$ cat src/inc/oam_pkg.sv
/*
  Constants and carrier types for the four-instruction execute block.
  Assumes a 14-bit instruction word and an 8-bit data path.
*/
// What this block does
// - Opcode 111000 in bits 13:8 decodes as OR literal into accumulator.
// - OR literal: acc OR literal goes back to acc; zero flag updated.
// - Opcode 000100, then destination bit, then 7-bit file address: OR with file.
// - OR with file: acc OR file register value; zero flag updated.
// - OR with file: destination bit 0 writes acc, 1 writes the file register.
// - Opcode 001000, then destination bit, then 7-bit address: move file register.
// - Move: bit 0 copies file value to acc; bit 1 rewrites it unchanged.
// - Move updates zero flag from the moved value for both destinations.
// - Load literal places literal in acc and leaves flags alone.
// - Either value of the two ignored load-literal bits is accepted.
package oam_pkg;
  localparam int         INSTR_W       = 14;
  localparam int         DATA_W        = 8;
  localparam int         ADDR_W        = 7;
  localparam int         DEST_BIT      = 7;
  localparam logic [5:0] OPC_OR_LIT    = 6'h38;
  localparam logic [5:0] OPC_OR_FILE   = 6'h04;
  localparam logic [5:0] OPC_MOVE_FILE = 6'h08;
  localparam logic [3:0] OPC_LOAD_LIT  = 4'hC;
  localparam logic [7:0] ACC_RESET     = 8'h00;
  localparam logic       ZERO_RESET    = 1'b0;

  typedef enum logic [2:0] {
    OAM_OP_NONE      = 3'b000,
    OAM_OP_OR_LIT    = 3'b001,
    OAM_OP_OR_FILE   = 3'b010,
    OAM_OP_MOVE_FILE = 3'b011,
    OAM_OP_LOAD_LIT  = 3'b100
  } oam_op_e;

  typedef struct packed {
    oam_op_e     op;
    logic        dest_file;
    logic [6:0]  addr;
    logic [7:0]  lit;
  } oam_dec_s;

  typedef struct packed {
    logic        we;
    logic [6:0]  addr;
    logic [7:0]  data;
  } oam_fwr_s;
endpackage

$ cat src/logic/oam_decode.sv
/*
  Pure decoder of one 14-bit instruction word into an operation and fields.
  Assumes the caller gates the decoded operation with instr_valid itself.
*/
module oam_decode
  import oam_pkg::*;
(
  input  wire logic [13:0] instr,
  output oam_dec_s         dec
);
  always_comb begin
    dec.dest_file = instr[DEST_BIT];
    dec.addr      = instr[6:0];
    dec.lit       = instr[7:0];
    if (instr[13:8] == OPC_OR_LIT) begin
      dec.op = OAM_OP_OR_LIT;
    end else if (instr[13:8] == OPC_OR_FILE) begin
      dec.op = OAM_OP_OR_FILE;
    end else if (instr[13:8] == OPC_MOVE_FILE) begin
      dec.op = OAM_OP_MOVE_FILE;
    end else if (instr[13:10] == OPC_LOAD_LIT) begin
      // bits 9:8 not looked at
      dec.op = OAM_OP_LOAD_LIT;
    end else begin
      dec.op = OAM_OP_NONE;
    end
  end
endmodule

$ cat src/logic/oam_exec.sv
/*
  Execute stage for the OR-literal, OR-file, move-file and load-literal words.
  Assumes the core presents one instruction per instr_valid pulse (one per
  instruction cycle) and returns the addressed file register combinationally
  on file_rdata from file_raddr in the same cycle.
*/
module oam_exec
  import oam_pkg::*;
(
  input  wire logic        core_clk,
  input  wire logic        rst_n,
  input  wire logic        instr_valid,
  input  wire logic [13:0] instr,
  output logic      [6:0]  file_raddr,
  input  wire logic [7:0]  file_rdata,
  output oam_fwr_s         file_wr,
  output logic      [7:0]  acc,
  output logic             zero_flag,
  output logic             handled,
  output logic             discard_next
);
  // ==========================================================
  // decode and combinational result
  oam_dec_s   dec;
  logic [7:0] result;
  logic       hit;
  logic       next_zero_we;
  logic       next_acc_we;
  logic       next_file_we;

  oam_decode u_dec (
    .instr (instr),
    .dec   (dec)
  );

  assign file_raddr = dec.addr;
  assign hit        = instr_valid && (dec.op != OAM_OP_NONE);
  // never a skip: prefetch always kept
  assign discard_next = 1'b0;

  always_comb begin
    result       = 8'h00;
    next_zero_we = 1'b0;
    next_acc_we  = 1'b0;
    next_file_we = 1'b0;
    unique case (dec.op)
      OAM_OP_OR_LIT: begin
        result       = acc | dec.lit;
        next_zero_we = 1'b1;
        next_acc_we  = 1'b1;
      end
      OAM_OP_OR_FILE: begin
        result       = acc | file_rdata;
        next_zero_we = 1'b1;
        next_acc_we  = !dec.dest_file;
        next_file_we = dec.dest_file;
      end
      OAM_OP_MOVE_FILE: begin
        result       = file_rdata;
        next_zero_we = 1'b1;
        next_acc_we  = !dec.dest_file;
        next_file_we = dec.dest_file;
      end
      OAM_OP_LOAD_LIT: begin
        result       = dec.lit;
        next_acc_we  = 1'b1;
      end
      OAM_OP_NONE: begin
        result       = 8'h00;
      end
    endcase
  end

  // ==========================================================
  // accumulator
  always_ff @(posedge core_clk or negedge rst_n) begin
    if (!rst_n) begin
      acc <= ACC_RESET;
    end else if (hit && next_acc_we) begin
      acc <= result;
    end
  end

  // ==========================================================
  // zero flag; load literal leaves it alone
  always_ff @(posedge core_clk or negedge rst_n) begin
    if (!rst_n) begin
      zero_flag <= ZERO_RESET;
    end else if (hit && next_zero_we) begin
      zero_flag <= (result == 8'h00);
    end
  end

  // ==========================================================
  // file write-back, registered so data comes from flops
  always_ff @(posedge core_clk or negedge rst_n) begin
    if (!rst_n) begin
      file_wr <= '0;
      handled <= 1'b0;
    end else begin
      file_wr.we   <= hit && next_file_we;
      file_wr.addr <= dec.addr;
      file_wr.data <= result;
      handled      <= hit;
    end
  end

  // ==========================================================
  // opcode match for the checks only; kept apart from oam_decode so a
  // slip in the decoder shows up instead of being mirrored
  logic chk_or_lit;
  logic chk_or_file;
  logic chk_move;
  logic chk_load;
  logic chk_known;
  logic chk_zero_op;
  logic chk_acc_op;

  assign chk_or_lit  = (instr[13:8] == OPC_OR_LIT);
  assign chk_or_file = (instr[13:8] == OPC_OR_FILE);
  assign chk_move    = (instr[13:8] == OPC_MOVE_FILE);
  // bits 9:8 left out on purpose
  assign chk_load    = (instr[13:10] == OPC_LOAD_LIT);
  assign chk_known   = chk_or_lit || chk_or_file || chk_move || chk_load;
  assign chk_zero_op = instr_valid && (chk_or_lit || chk_or_file || chk_move);
  assign chk_acc_op  = instr_valid && (chk_or_lit || chk_load
                       || ((chk_or_file || chk_move) && !instr[DEST_BIT]));
endmodule

$ cat config.mk
export PLATFORM = sky130hd
export DESIGN_NAME = oam_exec
export DESIGN_NICKNAME = d
export VERILOG_FILES = /design/src/inc/oam_pkg.sv /design/src/logic/oam_decode.sv /design/src/logic/oam_exec.sv
export SDC_FILE = /design/constraint.sdc
export NUM_CORES = 1
export LEC_CHECK = 0
export BUFFER_PORTS_ARGS = -buffer_cell sky130_fd_sc_hd__buf_2
export CAP_MARGIN = 20
export CORE_MARGIN = 2
export CORE_UTILIZATION = 45
export CTS_BUF_LIST = sky130_fd_sc_hd__clkbuf_8
export CTS_CLUSTER_DIAMETER = 100
export DETAILED_ROUTE_END_ITERATION = 10
export PLACE_DENSITY = 0.87
export SKIP_CTS_REPAIR_TIMING = 1
export SLEW_MARGIN = 10
export SYNTH_ARGS = -nofsm -noshare
export SYNTH_HDL_FRONTEND = slang
export SYNTH_SLANG_ARGS = --single-unit
export TNS_END_PERCENT = 100
$ cat constraint.sdc
create_clock -name core_clk -period 1.5 [get_ports core_clk]
set_input_delay 0 -clock core_clk [delete_from_list [all_inputs] [get_ports core_clk]]
set_output_delay 0 -clock core_clk [all_outputs]
set_load 0.1 [all_outputs]
==> results.yml, run 1 <==
run_status:
  status: "finished with violations"
  violations: "negative setup slack"
logic_synthesis:
  synth_nets: 124
  ys_warn_count: 0
  syn_avg_cell_area_um2: 11.9
  ys_seq_area_share_pct: 55.1
  synthTopCellsByArea: "dfrtp_1 (55%), mux2_2 (7.6%), buf_4 (5.1%)"
  yosysUniqueCellTypes: 31
  synth_top_cell_by_area: "dfrtp_1"
  synth_area_um2: 1180
  synth_seq_cells: 26
  yosysTopAreaCellShare_pct: 55.1
  syn-instance-count: 99
worst_setup_path:
  cp_data_arrival_time_ns: 1.76
  cp_data_required_time_ns: 1.69
  worst_setup_path_start_kind: "register"
  worstPathMaxFanout: 2
  r2r_start: "acc[7]"
  timing.critical_path.from: "acc[7]"
  path_class: "register to register"
  crit_path_end_kind: "register"
  r2r_slack_ns: -0.07
global_route:
  grt_max_degree: 27
  antenna_found_initial: 0
  grt_pass1_wl_um: 4980
  met3_usage_pct: 3.51
  top_usage_layer: "met2"
  track_usage_pct: 20.3
  met2_usage_pct: 34.9
  grt_overflow: 0
  grt_use_met1_pct: 25.3
  grt_pass1_vias: 1086
cells_and_area:
  layout_commonest_cell: "buf_2"
  diodes: 0
  drive_above_1_share_pct: 59.6
  final_cell_mix: "buf_2 (57), buf_4 (24), dfrtp_1 (20)"
  nets: 209
  post-route-util_pct: 72.1
  area_growth_pct: 51.4
power_and_ir_drop:
  ir_worst_vdd_mv: 0.733
  power_mw: 1.89
  powerDensity_nw_per_um2: 1060
  p_leak_nw: 1.00
placement:
  hpwl_um: 2300
  dpl_worst_slack_ns: -0.260
  portBuffers: 57
  gp_congestion: 0.846
timing:
  period_needed_ns: 1.57
  max_clock_freq_mhz: 635
  layout_setup_ws_ns: -0.0744
  setup_tns_ns: -0.128
  hold_viol_final: 0
  drv_slew: 0
  worstMarginPinSlew_ns: 0.572
  setup_viol: 3
  fin_worst_skew_ns: 0.00240
  period_share_pct: 105
  rsz0062_at_grt: "true"
  slew_headroom_pct: 61.9
routing:
  vias_per_cell: 5.31
  first_pass_iters: 4
  initialDrtViolationCount: 40
  ant_nets: 0
  vias: 1131
  drc_errors: 0
  wl_per_cell_um: 14.9
  wirelength_um: 3180
cts:
  clk_pin_slew_ns: 0.09
  cts_buffers: 3
  clock_path_buffers: 2
  cts_sinks: 26
  cts_max_level: 1
  clockRootBuffer: "clkbuf_8"
  cts_tree: "built"
  insertion_delay_ns: 0.27
hold_path:
  hold_path.class: "input port to register"
  worstHoldStart: "instr_valid"
job:
  drv_cap: 0
floorplanning:
  coreArea_um2: 2480
  initial_utilization_pct: 47.6
  io_pins: 59
  die-area_um2: 3050
  die_h_um: 55.2
  fp-row-count: 18
  die_x_um: 55.2
synthesized netlist by cell type:
cell       number
dfrtp_1        26
nor4bb_1        1
inv_1           2
conb_1          1
nor2_1          3
and3_1          1
nor2b_1         1
a21o_1          3
or2_2           3
a21oi_1         1
o31ai_2         1
and2_1          3
nand3b_1        1
xor2_1          1
a22oi_1         5
a221o_1         3
nor4_1          1
a41o_1          1
a21bo_2         1
mux2_2          8
or4b_4          1
nand2_1        12
a211oi_1        2
buf_4           8
a222oi_1        1
clkbuf_1        1
nand3_1         2
and4b_1         2
o21ai_2         1
nand4bb_1       1
nand4b_1        1
layout make-up:
type	instances	area (µm²)
clock buffers	4	55.1
fillers	172	691
inverters	2	7.51
multi-input cells	62	473
flip-flops and latches	26	668
well taps	30	37.5
repair buffers	89	546
worst paths after layout:
kind | endpoint | cells after the start
min in group asynchronous | file_wr[15] | 2
worst max register to register | zero_flag | 4
worst min register to register | acc[2] | 1
worst max-delay path | zero_flag | 4
worst min-delay path | handled | 3
max in group asynchronous | acc[6] | 2
worst max-delay path, stage by stage (launching register included):
cell      delay (ns)
dfrtp_4         0.48
a41o_1          0.21
a221o_1         0.31
nand3b_1        0.23
o31ai_2         0.25
registers in the layout (all words and copies together), names as in the netlist:
register   count
zero_flag      1
handled        1
acc            8
file_wr       16
routing by layer:
layer | up-vias | routed length, µm
met5 | - | 0
met4 | 0 | 44
met3 | 7 | 182
met2 | 42 | 1660
met1 | 560 | 1300
li1 | 522 | -
kinds of logic (layout without fill, tap and decap cells):
| logic type | Yosys count | count (layout) | synth area share, % |
|---|---|---|---|
| simple gates | 33 | 33 | 16.4 |
| flops | 26 | 26 | 55.1 |
| compound gates | 19 | 19 | 13.7 |
| buf+inv | 11 | 95 | 6.04 |
| mux | 8 | 8 | 7.64 |
| other cells | 1 | 1 | 0.318 |
| xor+xnor | 1 | 1 | 0.742 |
per-stage QoR:
step	instance area, µm²	std cells	hold WS [ns]
2_1_floorplan	1200	99	-0.296
3_3_place_gp	1620	198	0.00833
3_5_place_dp	1620	198	0.0284
4_1_cts	1670	202	-0.264
5_1_grt	1790	213	0.000695
6_report	1790	213	0.00205
power by group:
group	total [mW]	internal [mW]	switching (mW)
logic	0.655	0.145	0.511
clock network	0.460	0.235	0.225
registers	0.770	0.747	0.0237
Note: power is estimated with default switching activity, not from simulation.
==> run 2, diff against run 1 <==
Settings changed: CAP_MARGIN 20 to default, RECOVER_POWER from default to 50, SKIP_LAST_GASP from default to 1.
==> run 2 against run 1 <==
Largest cell class unchanged. Hold slack barely moved. Sequential share of layout area rose by 0.21 points. Highest routed layer unchanged. Wire length fell by 0.28%. First-iteration DRC count rose by 7.5%. Total power fell by 0.31%. The flow still finishes with violations (negative setup slack). Sequential cell count did not move. Core utilization fell by 0.40 points. Global-route usage did not move. Worst setup slack improved by 0.0060 ns. Critical path depth rose by 3.
==> results.yml, run 2 (synthesis gave the netlist of run 1 again) <==
worst_setup_path:
  r2r_cells: 5
  worstPathMaxFanout: 6
  r2r_end: "zero_flag"
  timing.critical_path.from: "instr[13]"
  r2r_start: "acc[0]"
  path_class: "input port to register"
  crit_chain: "buf_2, or4b_4, a21o_1, a222oi_1, buf_4, nand3_1, o31ai_2"
  cp-endpoint: "zero_flag"
  crit_buf_inv: 2
  cp_data_arrival_time_ns: 1.75
  r2r_slack_ns: -0.07
  worst_setup_path_start_kind: "input port"
  crit_path_end_kind: "register"
  cp_slowest_stage_delay_ns: 0.58
  cp_top_family: "compound AO/OA/AOI/OAI gates"
  crit_path_top_delay_cell: "or4b_4"
  worst-path-stages: 7
  cp_data_required_time_ns: 1.68
cells_and_area:
  nets: 209
  largest_register_ffs: 16
  drive_above_1_share_pct: 55.2
  final_cell_mix: "buf_2 (44), buf_4 (23), dfrtp_1 (20)"
  layout_commonest_cell: "buf_2"
  area_growth_pct: 50.6
  top_regs: "file_wr: 16 flops, acc: 8 flops"
  diodes: 0
  largest-register: "file_wr"
cts:
  cts_tree: "built"
  cts_max_level: 1
  cts_sinks: 26
  cts_buffers: 3
  insertion_delay_ns: 0.27
  clk_pin_slew_ns: 0.09
  clock_path_buffers: 2
  clockRootBuffer: "clkbuf_8"
placement:
  hpwl_um: 2300
  portBuffers: 57
  gp_congestion: 0.846
timing:
  period_share_pct: 105
  setup_tns_ns: -0.115
  drv_slew: 0
  max_clock_freq_mhz: 638
  worstMarginPinSlew_ns: 1.16
  setup_viol: 2
  fin_worst_skew_ns: 0.00260
  rsz0062_at_grt: "true"
  period_needed_ns: 1.57
  slew_headroom_pct: 23.1
  layout_setup_ws_ns: -0.0684
  hold_viol_final: 0
routing:
  wl_per_cell_um: 14.9
  vias_per_cell: 5.31
  initialDrtViolationCount: 43
  first_pass_iters: 4
  drc_errors: 0
  vias: 1130
  wirelength_um: 3170
  ant_nets: 0
floorplanning:
  initial_utilization_pct: 47.6
  io_pins: 59
  die-area_um2: 3050
  die_h_um: 55.2
  coreArea_um2: 2480
  die_x_um: 55.2
  fp-row-count: 18
power_and_ir_drop:
  p_leak_nw: 0.981
  powerDensity_nw_per_um2: 1060
  power_mw: 1.88
  ir_worst_vdd_mv: 0.733
hold_path:
  worstHoldStart: "instr_valid"
  hold_path.class: "input port to register"
global_route:
  track_usage_pct: 20.3
  grt_pass1_wl_um: 4980
  grt_max_degree: 27
  grt_overflow: 0
  antenna_found_initial: 0
  grt_pass1_vias: 1086
run_status:
  status: "finished with violations"
  violations: "negative setup slack"
job:
  drv_cap: 0
[run 2: changes by cell type in the layout (fill, tap and decap cells not counted)]
| cell | before | now |
|---|---|---|
| buf_4 | 24 | 23 |
| buf_2 | 57 | 44 |
| clkbuf_2 | 0 | 5 |
| clkbuf_4 | 0 | 1 |
| clkbuf_1 | 0 | 8 |
[run 2: layer usage]
layer	part of all wire (%)	wire, µm	up-vias	global-route usage (%)
met5	0	0	-	0
met4	1.4	44	0	8.01
met3	5.5	173	7	3.51
met2	52	1660	42	34.9
met1	41	1300	559	25.3
li1	-	-	522	-
[run 2: tightest hold or removal path, stage by stage]
cell,delay (ns)
buf_2,0.13
nand2_1,0.06
nand2_1,0.05
[run 2: worst min path at each step]
| stage | end | cells past startpoint |
|---|---|---|
| CTS | file_wr[8] | 1 |
| detailed placement | file_wr[8] | 1 |
| floorplan | acc[1] | 0 |
| global placement | file_wr[15] | 1 |
| global route | handled | 3 |
| finish | handled | 3 |
[run 2: where the power goes]
group | internal (mW) | switching, mW | leakage (nW)
clock | 0.235 | 0.223 | 0.0288
sequential | 0.747 | 0.0239 | 0.331
combinational | 0.141 | 0.511 | 0.621
total | 1.12 | 0.758 | 0.981
[run 2: layout make-up]
cell class / instances / area (µm²)
clock buffers: 4 / 55.1
repair buffers: 89 / 536
flip-flops and latches: 26 / 668
multi-input cells: 62 / 473
well taps: 30 / 37.5
inverters: 2 / 7.51
fillers: 179 / 701
[run 2: metrics by stage]
stage / setup slack [ns] / utilization [%] / cells / hold WS, ns / cell area (µm²)
finish: -0.0684 / 71.7 / 213 / 0.00249 / 1780
floorplan: -0.115 / - / 99 / -0.296 / 1200
CTS: -0.0900 / 67.6 / 202 / -0.264 / 1670
global placement: -0.202 / 65.4 / 198 / 0.00833 / 1620
detailed placement: -0.260 / 65.4 / 198 / 0.0284 / 1620
global route: -0.146 / 71.7 / 213 / 0.000695 / 1780
==> run 3, diff against run 2 <==
Settings changed: PLACE_DENSITY 0.87 to 0.81.
==> run 3 against run 2 <==
The run ends with negative hold slack, negative setup slack left. Sequential share of layout area rose by 0.95 points. Largest cell class unchanged. Count of clock-buffer cells in the layout did not move. Sequential power barely moved. Maximum frequency fell by 0.78%. Die area did not move. Clock power fell by 4.8%. Combinational power fell by 3%. Total power fell by 2.2%. Largest power group unchanged. Highest routed layer unchanged. Clock skew barely moved.
==> results.yml, run 3 (synthesis gave the netlist of run 1 again) <==
run_status:
  status: "finished with violations"
  violations: "negative hold slack, negative setup slack"
floorplanning:
  io_pins: 59
  die-area_um2: 3050
  die_x_um: 55.2
  coreArea_um2: 2480
  die_h_um: 55.2
  fp-row-count: 18
  initial_utilization_pct: 47.6
cells_and_area:
  final_cell_mix: "buf_2 (43), buf_4 (21), dfrtp_1 (20)"
  final_area_um2: 1730
  diodes: 0
  regArea_um2: 668
  fillers: 205
  area_growth_pct: 46.9
  multi_input_comb_area_um2: 463
  largest_register_ffs: 16
  nets: 205
  layout_commonest_cell: "buf_2"
  top_regs: "file_wr: 16 flops, acc: 8 flops"
  drive_above_1_share_pct: 53.1
  stdcell_count: 209
  largest-register: "file_wr"
power_and_ir_drop:
  ir_worst_vdd_mv: 0.702
  p_leak_nw: 0.957
  powerDensity_nw_per_um2: 1060
global_route:
  grt_pass1_vias: 1060
  track_usage_pct: 19.4
  grt_pass1_wl_um: 4730
  grt_overflow: 0
  grt_max_degree: 27
  antenna_found_initial: 0
timing:
  layout_setup_ws_ns: -0.0808
  max_clock_freq_mhz: 633
  hold_slack_ns: -0.0861
  rsz0062_at_grt: "true"
  slew_headroom_pct: 23.4
  period_share_pct: 105
  drv_slew: 0
  setup_viol: 2
  fin_worst_skew_ns: 0.00257
  hold_viol_final: 1
  worstMarginPinSlew_ns: 1.15
  period_needed_ns: 1.58
worst_setup_path:
  r2r_slack_ns: -0.08
  cp_top_family: "compound AO/OA/AOI/OAI gates"
  r2r_start: "acc[0]"
  crit_buf_inv: 1
  r2r_end: "acc[0]"
  worst_setup_path_start_kind: "register"
  cp_data_required_time_ns: 1.65
  crit_chain: "a21o_1, a222oi_1, inv_1, mux2_2"
  cp_data_arrival_time_ns: 1.73
  cp_slowest_stage_delay_ns: 0.49
  crit_path_end_kind: "register"
  crit_path_top_delay_cell: "dfrtp_4"
  r2r_cells: 4
  worstPathMaxFanout: 3
  path_class: "register to register"
cts:
  insertion_delay_ns: 0.26
  cts_tree: "built"
  cts_max_level: 1
  cts_buffers: 3
  clock_path_buffers: 2
  clk_pin_slew_ns: 0.09
  cts_sinks: 26
  clockRootBuffer: "clkbuf_8"
placement:
  gp_congestion: 0.858
  portBuffers: 57
  hpwl_um: 2320
  dp_cells: 197
  placed_cell_area_um2: 1610
routing:
  initialDrtViolationCount: 17
  first_pass_iters: 4
  vias: 1058
  wl_per_cell_um: 13.5
  ant_nets: 0
  drc_errors: 0
  vias_per_cell: 5.06
  wirelength_um: 2820
hold_path:
  hold_path.class: "input port to register"
  hold_depth: 1
  worstHoldStart: "instr[0]"
  min_to: "file_wr[8]"
job:
  drv_cap: 0
run 3: routing by layer:
| layer | wire length (µm) | vias up | global-route usage [%] | share of wire (%) |
|---|---|---|---|---|
| li1 | - | 511 | - | - |
| met2 | 1420 | 44 | 34.7 | 50 |
| met1 | 1200 | 501 | 23.2 | 42 |
| met5 | 0 | - | 0 | 0 |
| met4 | 27 | 0 | 8.71 | 0.96 |
| met3 | 178 | 2 | 2.34 | 6.3 |
run 3: cell type report:
| class | instances | share of cell area, % |
|---|---|---|
| clock buffer | 4 | 3.18 |
| inverter | 2 | 0.433 |
| multi-input combinational | 62 | 26.7 |
| sequential | 26 | 38.6 |
| tap | 30 | 2.17 |
| timing repair buffer | 85 | 29.0 |
run 3: worst max path at each step:
| stage | slack, ns | cells past startpoint | endpoint | startpoint |
|---|---|---|---|---|
| after global routing | -0.16 | 4 | acc[0] | acc[0] |
| after floorplan | -0.11 | 4 | zero_flag | acc[5] |
| after detailed placement | -0.36 | 6 | acc[0] | instr[13] |
| final | -0.08 | 4 | acc[0] | acc[0] |
| after CTS | -0.1 | 4 | acc[0] | acc[0] |
| after global placement | -0.20 | 6 | zero_flag | instr[13] |
run 3: power breakdown:
group          switching [mW]  internal (mW)
sequential             0.0223          0.747
clock                   0.202          0.234
combinational           0.502          0.132
total                   0.727           1.11
run 3: metrics by stage:
| stage | total power [mW] | hold WS [ns] | util, % | TNS (ns) | setup slack [ns] |
|---|---|---|---|---|---|
| after global placement | 1.40 | 0.00510 | 65.1 | -1.22 | -0.196 |
| after CTS | 1.84 | -0.270 | 67.3 | -0.154 | -0.0981 |
| after global routing | 1.91 | -0.0879 | 69.9 | -0.342 | -0.161 |
| after detailed placement | 1.41 | 0.0159 | 65.1 | -1.97 | -0.365 |
| final | 1.84 | -0.0861 | 69.9 | -0.106 | -0.0808 |
| after floorplan | 1.26 | -0.296 | - | -0.225 | -0.115 |
